**src/pkg/sas_consts.svh**
```systemverilog
`ifndef SAS_CONSTS_SVH
`define SAS_CONSTS_SVH

// Resolution of the converter result
`define SAS_RES_BITS 12
// First trial code of a search, mid-scale
`define SAS_MID_CODE 12'h800
// Falling bit-clock edges spent sampling before the null bit
`define SAS_SAMPLE_FALLS 2
// Depth of the decided-bit buffer
`define SAS_FIFO_DEPTH 8
// Flip-flops in each pin synchroniser
`define SAS_SYNC_STAGES 3
// Reset level of the synchronised pins: {select_shutdown_n, bit_clock}
`define SAS_PIN_RST 2'h2

`endif

```
**src/pkg/sas_pkg.sv**
```systemverilog
`include "sas_consts.svh"

package sas_pkg;

  // Transfer sequencer states
  typedef enum logic [2:0] {
    SAS_IDLE,
    SAS_SAMPLE,
    SAS_NULL,
    SAS_MSB_FIRST,
    SAS_LSB_FIRST,
    SAS_DONE
  } sas_state_t;

  typedef logic [`SAS_RES_BITS-1:0] sas_code_t;

endpackage

```
**src/rtl/sas_serial_adc.sv**
```systemverilog
`timescale 1ns/1ns
`default_nettype none
`include "sas_consts.svh"

module sas_serial_adc
  import sas_pkg::*;
#(
  parameter int RES_BITS = `SAS_RES_BITS,
  parameter int FIFO_DEPTH = `SAS_FIFO_DEPTH
) (
  // Clock and reset
  input wire logic clk_i,
  input wire logic rst_b_i,
  // Host pins
  input wire logic select_shutdown_n_i,
  input wire logic bit_clock_i,
  output logic serial_data_o,
  output logic serial_data_oe_o,
  // Analog front end
  input wire logic compare_high_i,
  output sas_pkg::sas_code_t trial_code_o,
  output logic sample_o,
  output logic analog_on_o,
  output logic digital_on_o,
  // Finished result
  output sas_pkg::sas_code_t result_o,
  output logic result_valid_o
);

  import sas_pkg::*;

  localparam int IW = $clog2(RES_BITS);

  // ****************************************************************
  // Pin capture
  // ****************************************************************
  logic [1:0] pin_lvl;
  logic [1:0] pin_fall;
  logic sel_n;
  logic sel_fall;
  logic bclk_fall;

  sas_pin_sync #(
    .WIDTH(2),
    .RST_VAL(`SAS_PIN_RST)
  ) u_sync (
    .clk_i(clk_i),
    .rst_b_i(rst_b_i),
    .pin_i({select_shutdown_n_i, bit_clock_i}),
    .level_o(pin_lvl),
    .rise_o(),
    .fall_o(pin_fall)
  );

  assign sel_n = pin_lvl[1];
  assign sel_fall = pin_fall[1];
  assign bclk_fall = pin_fall[0];

  // Step a bit index by one, either direction
  function automatic logic [IW-1:0] step_idx(input logic [IW-1:0] idx,
                                             input logic up);
    step_idx = up ? idx + IW'(1) : idx - IW'(1);
  endfunction

  // ****************************************************************
  // Transfer sequencer
  // ****************************************************************
  sas_state_t state_q;
  logic [1:0] fall_cnt_q;
  logic [IW-1:0] out_idx_q;
  sas_code_t result_q;
  logic conv_start;
  logic pop;
  logic buf_valid;
  logic buf_bit;

  // Second falling edge of the sample phase ends acquisition
  assign conv_start = !sel_n && bclk_fall && (state_q == SAS_SAMPLE)
    && (fall_cnt_q == 2'(`SAS_SAMPLE_FALLS - 1));
  // Decided bits leave the buffer on the fall that ends the null bit and during the MSB-first phase
  assign pop = !sel_n && bclk_fall && ((state_q == SAS_NULL)
    || ((state_q == SAS_MSB_FIRST) && (out_idx_q != '0)));

  // State, bit index and pin drive share one process so they never skew
  always_ff @(posedge clk_i)
  begin
    if (!rst_b_i || sel_n)
    begin
      state_q <= SAS_IDLE;
      fall_cnt_q <= '0;
      out_idx_q <= '0;
      serial_data_o <= 1'b0;
      serial_data_oe_o <= 1'b0;
    end
    else if (sel_fall && state_q == SAS_IDLE)
    begin
      state_q <= SAS_SAMPLE;
      fall_cnt_q <= '0;
    end
    else if (bclk_fall)
    begin
      case (state_q)
        SAS_SAMPLE:
        begin
          fall_cnt_q <= fall_cnt_q + 2'h1;
          if (conv_start)
          begin
            state_q <= SAS_NULL;
            serial_data_oe_o <= 1'b1;
            serial_data_o <= 1'b0;
          end
        end
        SAS_NULL:
        begin
          state_q <= SAS_MSB_FIRST;
          out_idx_q <= IW'(RES_BITS - 1);
          serial_data_o <= buf_valid & buf_bit;
        end
        SAS_MSB_FIRST:
        begin
          if (out_idx_q == '0)
          begin
            state_q <= SAS_LSB_FIRST;
            out_idx_q <= IW'(1);
            serial_data_o <= result_q[1];
          end
          else
          begin
            out_idx_q <= step_idx(out_idx_q, 1'b0);
            serial_data_o <= buf_valid & buf_bit;
          end
        end
        SAS_LSB_FIRST:
        begin
          if (out_idx_q == IW'(RES_BITS - 1))
          begin
            state_q <= SAS_DONE;
            serial_data_oe_o <= 1'b0;
            serial_data_o <= 1'b0;
          end
          else
          begin
            out_idx_q <= step_idx(out_idx_q, 1'b1);
            serial_data_o <= result_q[step_idx(out_idx_q, 1'b1)];
          end
        end
        SAS_DONE:
        begin
          state_q <= SAS_DONE;
        end
        default:
        begin
          state_q <= SAS_IDLE;
        end
      endcase
    end
  end

  // ****************************************************************
  // Successive approximation search
  // ****************************************************************
  logic sar_busy_q;
  logic settle_q;
  logic [IW-1:0] sar_idx_q;
  logic push;
  logic push_ready;
  logic conv_done;

  // One cycle lets the trial code settle before the comparator is read
  assign push = sar_busy_q && settle_q && !sel_n;
  assign conv_done = push && push_ready && (sar_idx_q == '0);

  // Decisions run fast and stall while the buffer is full
  always_ff @(posedge clk_i)
  begin
    if (!rst_b_i || sel_n)
    begin
      sar_busy_q <= 1'b0;
      settle_q <= 1'b0;
      sar_idx_q <= '0;
      trial_code_o <= '0;
    end
    else if (conv_start)
    begin
      sar_busy_q <= 1'b1;
      settle_q <= 1'b0;
      sar_idx_q <= IW'(RES_BITS - 1);
      trial_code_o <= `SAS_MID_CODE;
    end
    else if (sar_busy_q && !settle_q)
    begin
      settle_q <= 1'b1;
    end
    else if (push && push_ready)
    begin
      trial_code_o[sar_idx_q] <= compare_high_i;
      settle_q <= 1'b0;
      if (sar_idx_q == '0)
      begin
        sar_busy_q <= 1'b0;
      end
      else
      begin
        trial_code_o[step_idx(sar_idx_q, 1'b0)] <= 1'b1;
        sar_idx_q <= step_idx(sar_idx_q, 1'b0);
      end
    end
  end

  // Result bits of this conversion only; cleared at each start
  always_ff @(posedge clk_i)
  begin
    if (!rst_b_i || conv_start)
    begin
      result_q <= '0;
    end
    else if (push && push_ready)
    begin
      result_q[sar_idx_q] <= compare_high_i;
    end
  end

  // Decided bits wait here for the falling edges that send them
  sas_fifo #(
    .WIDTH(1),
    .DEPTH(FIFO_DEPTH)
  ) u_fifo (
    .clk_i(clk_i),
    .rst_b_i(rst_b_i),
    .flush_i(sel_n || conv_start),
    .in_valid_i(push),
    .in_data_i(compare_high_i),
    .in_ready_o(push_ready),
    .out_valid_o(buf_valid),
    .out_data_o(buf_bit),
    .out_ready_i(pop)
  );

  // ****************************************************************
  // Power and result outputs
  // ****************************************************************
  always_ff @(posedge clk_i)
  begin
    if (!rst_b_i)
    begin
      sample_o <= 1'b0;
      analog_on_o <= 1'b0;
      digital_on_o <= 1'b0;
      result_o <= '0;
      result_valid_o <= 1'b0;
    end
    else
    begin
      digital_on_o <= !sel_n;
      sample_o <= !sel_n && (sample_o || (sel_fall && state_q == SAS_IDLE))
        && !conv_start;
      // Analog stays up from start until the last decision
      analog_on_o <= !sel_n && !conv_done
        && (analog_on_o || (sel_fall && state_q == SAS_IDLE));
      result_valid_o <= conv_done;
      if (conv_done)
      begin
        result_o <= {result_q[RES_BITS-1:1], compare_high_i};
      end
    end
  end
endmodule

`default_nettype wire

```
**src/rtl/sas_pin_sync.sv**
```systemverilog
`timescale 1ns/1ns
`default_nettype none

module sas_pin_sync #(
  parameter int WIDTH = 2,
  parameter logic [WIDTH-1:0] RST_VAL = '0
) (
  // Clock and reset
  input wire logic clk_i,
  input wire logic rst_b_i,
  // Raw pins
  input wire logic [WIDTH-1:0] pin_i,
  // Filtered level and edge pulses
  output logic [WIDTH-1:0] level_o,
  output logic [WIDTH-1:0] rise_o,
  output logic [WIDTH-1:0] fall_o
);

  logic [WIDTH-1:0] s1_q;
  logic [WIDTH-1:0] s2_q;
  logic [WIDTH-1:0] s3_q;
  logic [WIDTH-1:0] lvl_d;

  // Three-stage chain; the first stage feeds only the second
  always_ff @(posedge clk_i)
  begin
    if (!rst_b_i)
    begin
      s1_q <= RST_VAL;
      s2_q <= RST_VAL;
      s3_q <= RST_VAL;
    end
    else
    begin
      s1_q <= pin_i;
      s2_q <= s1_q;
      s3_q <= s2_q;
    end
  end

  // A change counts once stages two and three agree
  always_comb
  begin
    lvl_d = level_o;
    for (int i = 0; i < WIDTH; i++)
    begin
      if (s2_q[i] == s3_q[i])
      begin
        lvl_d[i] = s3_q[i];
      end
    end
  end

  // Level and one-cycle edge pulses, all registered
  always_ff @(posedge clk_i)
  begin
    if (!rst_b_i)
    begin
      level_o <= RST_VAL;
      rise_o <= '0;
      fall_o <= '0;
    end
    else
    begin
      level_o <= lvl_d;
      rise_o <= lvl_d & ~level_o;
      fall_o <= ~lvl_d & level_o;
    end
  end

endmodule

`default_nettype wire

```
**src/rtl/sas_fifo.sv**
```systemverilog
`timescale 1ns/1ns
`default_nettype none

module sas_fifo #(
  parameter int WIDTH = 1,
  parameter int DEPTH = 8
) (
  // Clock and reset
  input wire logic clk_i,
  input wire logic rst_b_i,
  // Drop everything held
  input wire logic flush_i,
  // Fill side
  input wire logic in_valid_i,
  input wire logic [WIDTH-1:0] in_data_i,
  output logic in_ready_o,
  // Drain side
  output logic out_valid_o,
  output logic [WIDTH-1:0] out_data_o,
  input wire logic out_ready_i
);

  localparam int AW = $clog2(DEPTH);

  logic [WIDTH-1:0] mem_q [DEPTH];
  logic [AW:0] wr_q;
  logic [AW:0] rd_q;
  logic push;
  logic pop;

  // Pointers carry one extra wrap bit to tell full from empty
  assign in_ready_o = (wr_q[AW] == rd_q[AW])
    || (wr_q[AW-1:0] != rd_q[AW-1:0]);
  assign out_valid_o = (wr_q != rd_q);
  assign out_data_o = mem_q[rd_q[AW-1:0]];
  assign push = in_valid_i && in_ready_o;
  assign pop = out_valid_o && out_ready_i;

  // Storage
  always_ff @(posedge clk_i)
  begin
    if (push)
    begin
      mem_q[wr_q[AW-1:0]] <= in_data_i;
    end
  end

  // Pointers; flush wins over any transfer in the same cycle
  always_ff @(posedge clk_i)
  begin
    if (!rst_b_i || flush_i)
    begin
      wr_q <= '0;
      rd_q <= '0;
    end
    else
    begin
      if (push)
      begin
        wr_q <= wr_q + (AW+1)'(1);
      end
      if (pop)
      begin
        rd_q <= rd_q + (AW+1)'(1);
      end
    end
  end

endmodule

`default_nettype wire

```
**config.mk**
```make
export PLATFORM = sky130hd
export DESIGN_NAME = sas_serial_adc
export DESIGN_NICKNAME = d
export VERILOG_FILES = /design/src/pkg/sas_pkg.sv /design/src/rtl/sas_serial_adc.sv /design/src/rtl/sas_pin_sync.sv /design/src/rtl/sas_fifo.sv
export VERILOG_INCLUDE_DIRS = /design/src /design/src/pkg
export SDC_FILE = /design/constraint.sdc
export NUM_CORES = 1
export LEC_CHECK = 0
export BUFFER_PORTS_ARGS = -buffer_cell sky130_fd_sc_hd__buf_4
export CORE_ASPECT_RATIO = 0.75
export CORE_UTILIZATION = 25
export CTS_CLUSTER_DIAMETER = 50
export DETAILED_ROUTE_END_ITERATION = 7
export REMOVE_ABC_BUFFERS = 1
export SYNTH_ARGS = -nofsm -noshare
export SYNTH_HDL_FRONTEND = slang
export SYNTH_SLANG_ARGS = --single-unit
```
**constraint.sdc**
```tcl
create_clock -name clk_i -period 2 [get_ports clk_i]
set_input_delay 0.4 -clock clk_i [delete_from_list [all_inputs] [get_ports clk_i]]
set_output_delay 0.4 -clock clk_i [all_outputs]
set_load 0.01 [all_outputs]
```
==> results of run 1 <==
## metrics by stage
| stage | hold slack [ns] | setup slack (ns) |
|---|---|---|
| 2_1_floorplan | 0.386 | 0.139 |
| 3_3_place_gp | 0.403 | 0.192 |
| 4_1_cts | 0.240 | 0.0762 |
| 6_report | 0.255 | 0.125 |
| 5_1_grt | 0.259 | 0.0103 |
| 3_5_place_dp | 0.397 | 0.115 |
## cell usage in the layout, fill, tap and decap left out, types with 9 or more instances in the layout
| master | netlist | routed |
|---|---|---|
| a21oi_1 | 21 | 21 |
| and2_1 | 9 | 9 |
| buf_4 | 1 | 48 |
| clkbuf_16 | 0 | 11 |
| dfxtp_1 | 78 | 75 |
| inv_1 | 11 | 11 |
| mux2i_1 | 20 | 20 |
| nand2_1 | 26 | 26 |
| nand2b_1 | 9 | 9 |
| nand3_1 | 14 | 14 |
| nor2_1 | 29 | 29 |
| nor2b_1 | 13 | 13 |
| o211ai_1 | 14 | 14 |
| o21ai_0 | 12 | 12 |
| o31ai_1 | 14 | 14 |
## flip-flops by register name (all words and copies together) (netlist names), 3 cells and up, named ones only
name	cells
out_idx_q	4
u_fifo.rd_q	4
u_fifo.mem_q	8
result_q	12
result_o	12
state_q	3
sar_idx_q	4
trial_code_o	12
u_fifo.wr_q	4
## power breakdown
group	internal, mW	total [mW]	leakage [nW]	switching (mW)
clock network	1.04	1.75	0.157	0.715
logic	0.0145	0.0389	0.789	0.0244
registers	1.74	1.74	0.703	0.00289
## metal layers
metal  vias up  part of all wire, %  global-route usage [%]
li1       1507                    -                       -
met3        13                  6.1                    4.16
met5         -                    0                       0
met2        88                   41                    17.1
met4         0                  1.7                    4.38
met1      1507                   51                    16.8
## worst max path at each step
stage                     to  slack, ns  cells after the start
3_5_place_dp   serial_data_o       0.11                      6
5_1_grt          result_q[6]       0.01                      7
6_report       serial_data_o       0.12                      6
4_1_cts        serial_data_o       0.08                      6
3_3_place_gp   serial_data_o       0.19                      6
2_1_floorplan  serial_data_o       0.14                      6
## worst max-delay path, delay by kind of cell (launching register included)
family,cells,cell delay (ns)
AND/OR/NAND/NOR,1,0.10
multiplexers,1,0.53
buffers and inverters,1,0.07
flip-flops,1,0.39
AO/OA/AOI/OAI,2,0.28
adder cells (fa/ha/maj),1,0.40
## logic make-up after synthesis
kind of cell	Yosys count	share of synthesized area (%)
mux	26	8.33
compound gates	87	14.8
fa+ha+maj	5	1.59
buf+inv	34	4.61
flops	86	45.8
simple gates	145	21.6
xor+xnor	12	3.24
## layout make-up
| type | count | area, um^2 |
|---|---|---|
| fill | 1626 | 10600 |
| inverter | 12 | 45.0 |
| multi-input combinational | 275 | 1960 |
| sequential | 86 | 1810 |
| clock inverter | 4 | 32.5 |
| clock buffer | 12 | 289 |
| timing repair buffer | 48 | 360 |
| tap | 205 | 256 |
## repair_timing
action	4_1_cts	5_1_grt
endpoints found under the setup margin	0	3
resized for setup	0	5
hold buffers	0	0
==> results.cfg, run 1 <==
[status]
status = finished clean

[clocking]
cts_tree = yes
cts_made_buffers = 9
path_clk_slew_ns = 0.06
clk_latency_ns = 0.35
cts_root_buffer = clkbuf_16
clock-sinks = 86
clk_path_buf_depth = 2
cts_htree_levels = 3
post-cts-setup-buffers = 0

[timing]
rsz0062_at_grt = no
fin_setup_tns_ns = 0
min_period_ns = 1.88
setup_viol = 0
relSlewSlack_pct = 64.3
timing.fmax_ghz = 0.533
clock_skew_ns = 0.00886
hold_viol_final = 0
fin_crit_sh_pct = 93.8
worstMarginPinSlew_ns = 0.528
slew_viol_final = 0

[placement]
dpl.cell_count = 626
numPortBuffers = 34
dp_hpwl_um = 6820
place_area_um2 = 4420
place_congestion = 0.878

[floorplan]
io_pins = 35
die_h_um = 111
core_um2 = 15300
num_rows = 39
start_util_pct = 25.7
dieWidth_um = 147
die_area_um2 = 16300

[final_layout]
design_area_um2 = 4750
area_growth_pct = 20.7
layout-drive-gt1-share_pct = 21.7
final_nets = 442
finish.utilization_pct = 31.0
fin_cells = 642
n_antenna_cell = 0

[logic_synthesis]
syn_area_um2 = 3940
yosysTopAreaCellShare_pct = 39.7
synth_common_cells = dfxtp_1, nor2_1, nand2_1
yosysTopAreaCell = dfxtp_1
synth_enable_flop_cells = 8
synth_ff_type = dfxtp_1
syn_area_per_cell_um2 = 9.96
synth_cell_type_count = 66
async_reset_ff_share_pct = 0
synth_area_leaders = dfxtp_1, edfxtp_1, mux2i_1
yosysWarningCount = 0
yosysSeqAreaShare_pct = 45.8
synthCells = 395
ys_ff_latch = 86
yosysMostFrequentCell = dfxtp_1

[setup_path]
r2r-start = out_idx_q[1]
cp_cell_sequence = inv_1 > ha_2 > mux4_2 > nand3b_1 > a31oi_1 > o221a_1
crit_path_end_kind = flop
startpoint = out_idx_q[1]
reg2reg_slack_ns = 0.12
r2r-end = serial_data_o
path_max_fanout = 5
worst_ep_arrival_time_ns = 2.12
required_ns = 2.24
crit_type = flop to flop
cpPeakStageDelay_ns = 0.53
rr_worst_depth = 6
crit_slowest_cell = mux4_2
startpoint_type = flop

[power_and_ir_drop]
p_leak_nw = 1.65
irDropWorstVdd_mv = 0.345
p_per_area_nw_per_um2 = 745
power_mw = 3.54

[hold_path]
hold_depth = 2
hp-start = select_shutdown_n_i
hold_path_end = u_sync.s1_q[1]
hold_path_class = input port to flop

[detailed_routing]
ant_nets = 0
vias = 3115
via_per_inst = 4.85
dr.pass1.iters = 5
drc = 0
drt-total-wl_um = 9310
wire_per_inst_um = 14.5
initialDrtViolationCount = 255

[global_route]
grtUsageTotal_pct = 12.1
grt_max_degree = 24
antenna_found_initial = 0
grt_overflow = 0
grt_pass1_vias = 3023
grt_pass1_wl_um = 15300

[run]
cap_violations = 0
Note: power is estimated with default switching activity, not from simulation.
==> run 2: changes to the inputs <==
Settings changed: CORE_UTILIZATION 25 to 32.
==> results.cfg, run 2 (synthesis results as in run 1) <==
[status]
status = finished clean

[detailed_routing]
dr.pass1.iters = 4
vias = 3023
drt-total-wl_um = 8890
ant_nets = 0
via_per_inst = 5.03
drc = 0
initialDrtViolationCount = 202
wire_per_inst_um = 14.8

[floorplan]
die_area_um2 = 12700
core_um2 = 11800
io_pins = 35
num_rows = 34
die_h_um = 98.0
start_util_pct = 33.4
dieWidth_um = 130

[global_route]
grt_pass1_vias = 2881
grtUsageTotal_pct = 14.9
antenna_found_initial = 0
grt_overflow = 0
grt_pass1_wl_um = 14700
grt_max_degree = 26

[timing]
setup_viol = 0
hold_viol_final = 0
fin_setup_tns_ns = 0
clock_skew_ns = 0.00811
fin_ws_ns = 0.104
min_period_ns = 1.90
fin_crit_sh_pct = 94.8
slew_viol_final = 0
rsz0062_at_grt = no
relSlewSlack_pct = 63.7
worstMarginPinSlew_ns = 0.536
timing.fmax_ghz = 0.527

[setup_path]
required_ns = 2.23
crit_family = multiplexers
path_buf_inv = 1
crit_path_end_kind = flop
startpoint = out_idx_q[1]
cp_cell_sequence = inv_1 > ha_1 > mux4_2 > nand3_1 > a31oi_1 > o221a_1
crit_type = flop to flop
path_max_fanout = 5
cpPeakStageDelay_ns = 0.53
startpoint_type = flop
crit_slowest_cell = mux4_2
r2r-start = out_idx_q[1]
worst_ep_arrival_time_ns = 2.13

[placement]
dp_hpwl_um = 6380
place_congestion = 0.868
dp_slack_ns = 0.119
numPortBuffers = 34

[clocking]
path_clk_slew_ns = 0.06
cts_root_buffer = clkbuf_16
cts_made_buffers = 9
cts_tree = yes
clk_latency_ns = 0.34
clk_path_buf_depth = 2
post-cts-setup-buffers = 0
clock-sinks = 86
cts_htree_levels = 3

[power_and_ir_drop]
p_leak_nw = 1.67
irDropWorstVdd_mv = 0.477
p_per_area_nw_per_um2 = 787

[hold_path]
hold_path_class = input port to flop
hp-start = select_shutdown_n_i

[final_layout]
seqCellArea_um2 = 1800
area_growth_pct = 20.1
multi_input_area_um2 = 1950
n_antenna_cell = 0
final_nets = 444
layout-drive-gt1-share_pct = 21.2
layout_common_cells = dfxtp_1, buf_4, nor2_1
fill_cells = 1163
final_common_cell = dfxtp_1
reg.largest.list = result_o x12, result_q x12, trial_code_o x12

[run]
cap_violations = 0
-- run 2: cell types whose count changed in the layout (fill, tap and decap cells not counted), sizes merged --
cell | before | now
buf | 48 | 50
bufinv | 0 | 3
clkbuf | 12 | 11
clkinv | 2 | 1
inv | 13 | 12
-- run 2: layout make-up --
| type | count | area share (%) |
|---|---|---|
| repair buffers | 50 | 7.94 |
| flip-flops and latches | 86 | 38.1 |
| clock inverters | 5 | 2.25 |
| inverters | 12 | 0.953 |
| clock buffers | 11 | 5.14 |
| multi-input cells | 275 | 41.3 |
| well taps | 162 | 4.29 |
-- run 2: timing repair --
item | CTS | global route
hold buffers | 0 | 0
gates resized for setup | 0 | 1
endpoints found under the setup margin | 0 | 4
-- run 2: path summary, 6_finish.rpt --
path	endpoint	slack [ns]	depth (start not counted)
max	serial_data_o	0.10	6
min reg2reg	u_sync.s2_q[1]	0.41	1
max reg2reg	serial_data_o	0.10	6
min	u_sync.s1_q[1]	0.24	2
-- run 2: worst register-to-register path: stages (launching register included) --
cell and delay (ns):
dfxtp_1 0.40, inv_1 0.06, ha_1 0.39, mux4_2 0.53
nand3_1 0.09, a31oi_1 0.10, o221a_1 0.22
-- run 2: report_power, final --
| part | switching (mW) | total, mW | leakage [nW] | internal (mW) |
|---|---|---|---|---|
| Combinational | 0.0220 | 0.0356 | 0.802 | 0.0135 |
| Clock | 0.682 | 1.94 | 0.166 | 1.26 |
| Sequential | 0.00243 | 1.74 | 0.701 | 1.74 |
-- run 2: per-stage QoR --
step	power, mW	std cells	cell area [um^2]	util (%)	hold WS [ns]
global route	3.84	601	4730	40.1	0.244
finish	3.72	601	4730	40.1	0.242
CTS	3.77	601	4730	40.1	0.233
floorplan	1.80	373	3800	-	0.386
global placement	1.82	585	4380	37.1	0.401
detailed placement	1.82	585	4380	37.1	0.404
-- run 2: layer usage --
metal,track usage (%),vias to the layer above,routed length (um)
li1,-,1507,-
met1,22.3,1438,4720
met2,20.4,69,3620
met3,3.73,9,434
met4,4.83,0,109
met5,0,-,0
==> run 3: changes to the inputs <==
--- a/config.mk
+++ b/config.mk
@@ -10,2 +10,3 @@
 export CORE_ASPECT_RATIO = 0.75
+export CORE_MARGIN = 8
 export CORE_UTILIZATION = 32
==> constraint.sdc (replaced) <==
create_clock -name clk_i -period 2 [get_ports clk_i]
set_input_delay 0.2 -clock clk_i [delete_from_list [all_inputs] [get_ports clk_i]]
set_output_delay 0.2 -clock clk_i [all_outputs]
set_load 0.01 [all_outputs]
==> results.cfg, run 3 (synthesis results as in run 1) <==
[floorplan]
die_area_um2 = 16100
dieWidth_um = 144
die_h_um = 112
io_pins = 35
core_um2 = 12100
start_util_pct = 32.4
num_rows = 35

[clocking]
clock-sinks = 86
cts_root_buffer = clkbuf_16
cts_resized = 0
clk_latency_ns = 0.35
cts_tree = yes
cts_made_buffers = 9
clk_path_buf_depth = 2
path_clk_slew_ns = 0.06
cts_hold_buf = 0
post-cts-setup-buffers = 0
cts_htree_levels = 3

[detailed_routing]
ant_nets = 0
vias = 3043
wire_per_inst_um = 15.2
drc = 0
via_per_inst = 5.02
initialDrtViolationCount = 249
drt-total-wl_um = 9190
dr.pass1.iters = 4

[final_layout]
design_area_um2 = 4710
n_antenna_cell = 0
area_growth_pct = 19.8
layout_common_cells = dfxtp_1, buf_4, nor2_1
final_nets = 445
finish.utilization_pct = 38.9
final_common_cell = dfxtp_1
reg.largest.list = result_o x12, result_q x12, trial_code_o x12
layout-drive-gt1-share_pct = 21.6

[placement]
place_area_um2 = 4390
place_congestion = 0.825
dp_slack_ns = 0.104
dp_hpwl_um = 6690
numPortBuffers = 34

[hold_path]
hold_path_class = input port to flop

[timing]
clock_skew_ns = 0.0101
worstMarginPinSlew_ns = 0.538
fin_ws_ns = 0.107
fin_setup_tns_ns = 0
hold_viol_final = 0
relSlewSlack_pct = 63.6
rsz0062_at_grt = no
setup_viol = 0
slew_viol_final = 0
timing.fmax_ghz = 0.528
fin_crit_sh_pct = 94.7
min_period_ns = 1.89
hold_ws_ns = 0.0395

[global_route]
grtUsageTotal_pct = 12.0
grt_pass1_vias = 3021
antenna_found_initial = 0
grt_max_degree = 26
grt_pass1_wl_um = 15400
grt_overflow = 0

[setup_path]
crit_type = flop to flop
crit_slowest_cell = mux4_2
path_buf_inv = 1
crit_path_end_kind = flop
cp_cell_sequence = inv_1 > ha_2 > mux4_2 > nand3b_1 > a31oi_1 > o221a_1
cpPeakStageDelay_ns = 0.52
required_ns = 2.23
startpoint_type = flop
worst_ep_arrival_time_ns = 2.12
path_max_fanout = 5
crit_family = multiplexers

[run]
cap_violations = 0

[power_and_ir_drop]
p_leak_nw = 1.66
irDropWorstVdd_mv = 0.422
p_per_area_nw_per_um2 = 761

[status]
status = finished clean
run 3: cell types whose count changed in the layout (fill, tap and decap cells not counted):
cell and change:
clkinvlp_4 +1, buf_4 +1, bufinv_16 -1, ha_2 +1
clkbuf_8 -1, ha_1 -1, inv_6 +1
run 3: routing by layer:
metal  global-route usage, %  vias to the layer above  part of all wire, %
met5                       0                        -                    0
met4                    3.98                        0                  1.4
met3                    4.03                       12                  5.3
met2                    16.6                       64                   41
met1                    17.0                     1448                   52
li1                        -                     1519                    -
run 3: final timing paths:
| kind | start | end | slack [ns] | cells past startpoint |
|---|---|---|---|---|
| max | out_idx_q[1] | serial_data_o | 0.11 | 6 |
| min | select_shutdown_n_i | u_sync.s1_q[1] | 0.04 | 2 |
| max reg2reg | out_idx_q[1] | serial_data_o | 0.11 | 6 |
| min reg2reg | u_sync.s3_q[0] | u_sync.fall_o[0] | 0.42 | 1 |
run 3: report_power, final:
group	internal [mW]	switching (mW)	leakage (nW)
Sequential	1.74	0.00266	0.701
Combinational	0.0135	0.0226	0.805
Clock	1.10	0.705	0.150
run 3: final cells by class:
| class | instances | area [um^2] |
|---|---|---|
| Clock inverter | 6 | 92.6 |
| Clock buffer | 10 | 229 |
| Timing Repair Buffer | 51 | 383 |
| Sequential cell | 86 | 1800 |
| Fill cell | 1241 | 7420 |
| Multi-Input combinational cell | 275 | 1960 |
| Inverter | 12 | 45.0 |
| Tap cell | 166 | 208 |
run 3: stage by stage:
stage / instances / power, mW
after global placement: 590 / 1.82
after global routing: 606 / 3.73
final: 606 / 3.59
after CTS: 606 / 3.64
after floorplan: 373 / 1.80
after detailed placement: 590 / 1.82
run 3: worst register-to-register path, cell delays in order, from the launching register on:
cell	delay, ns
dfxtp_1	0.40
inv_1	0.07
ha_2	0.40
mux4_2	0.52
nand3b_1	0.10
a31oi_1	0.09
o221a_1	0.21
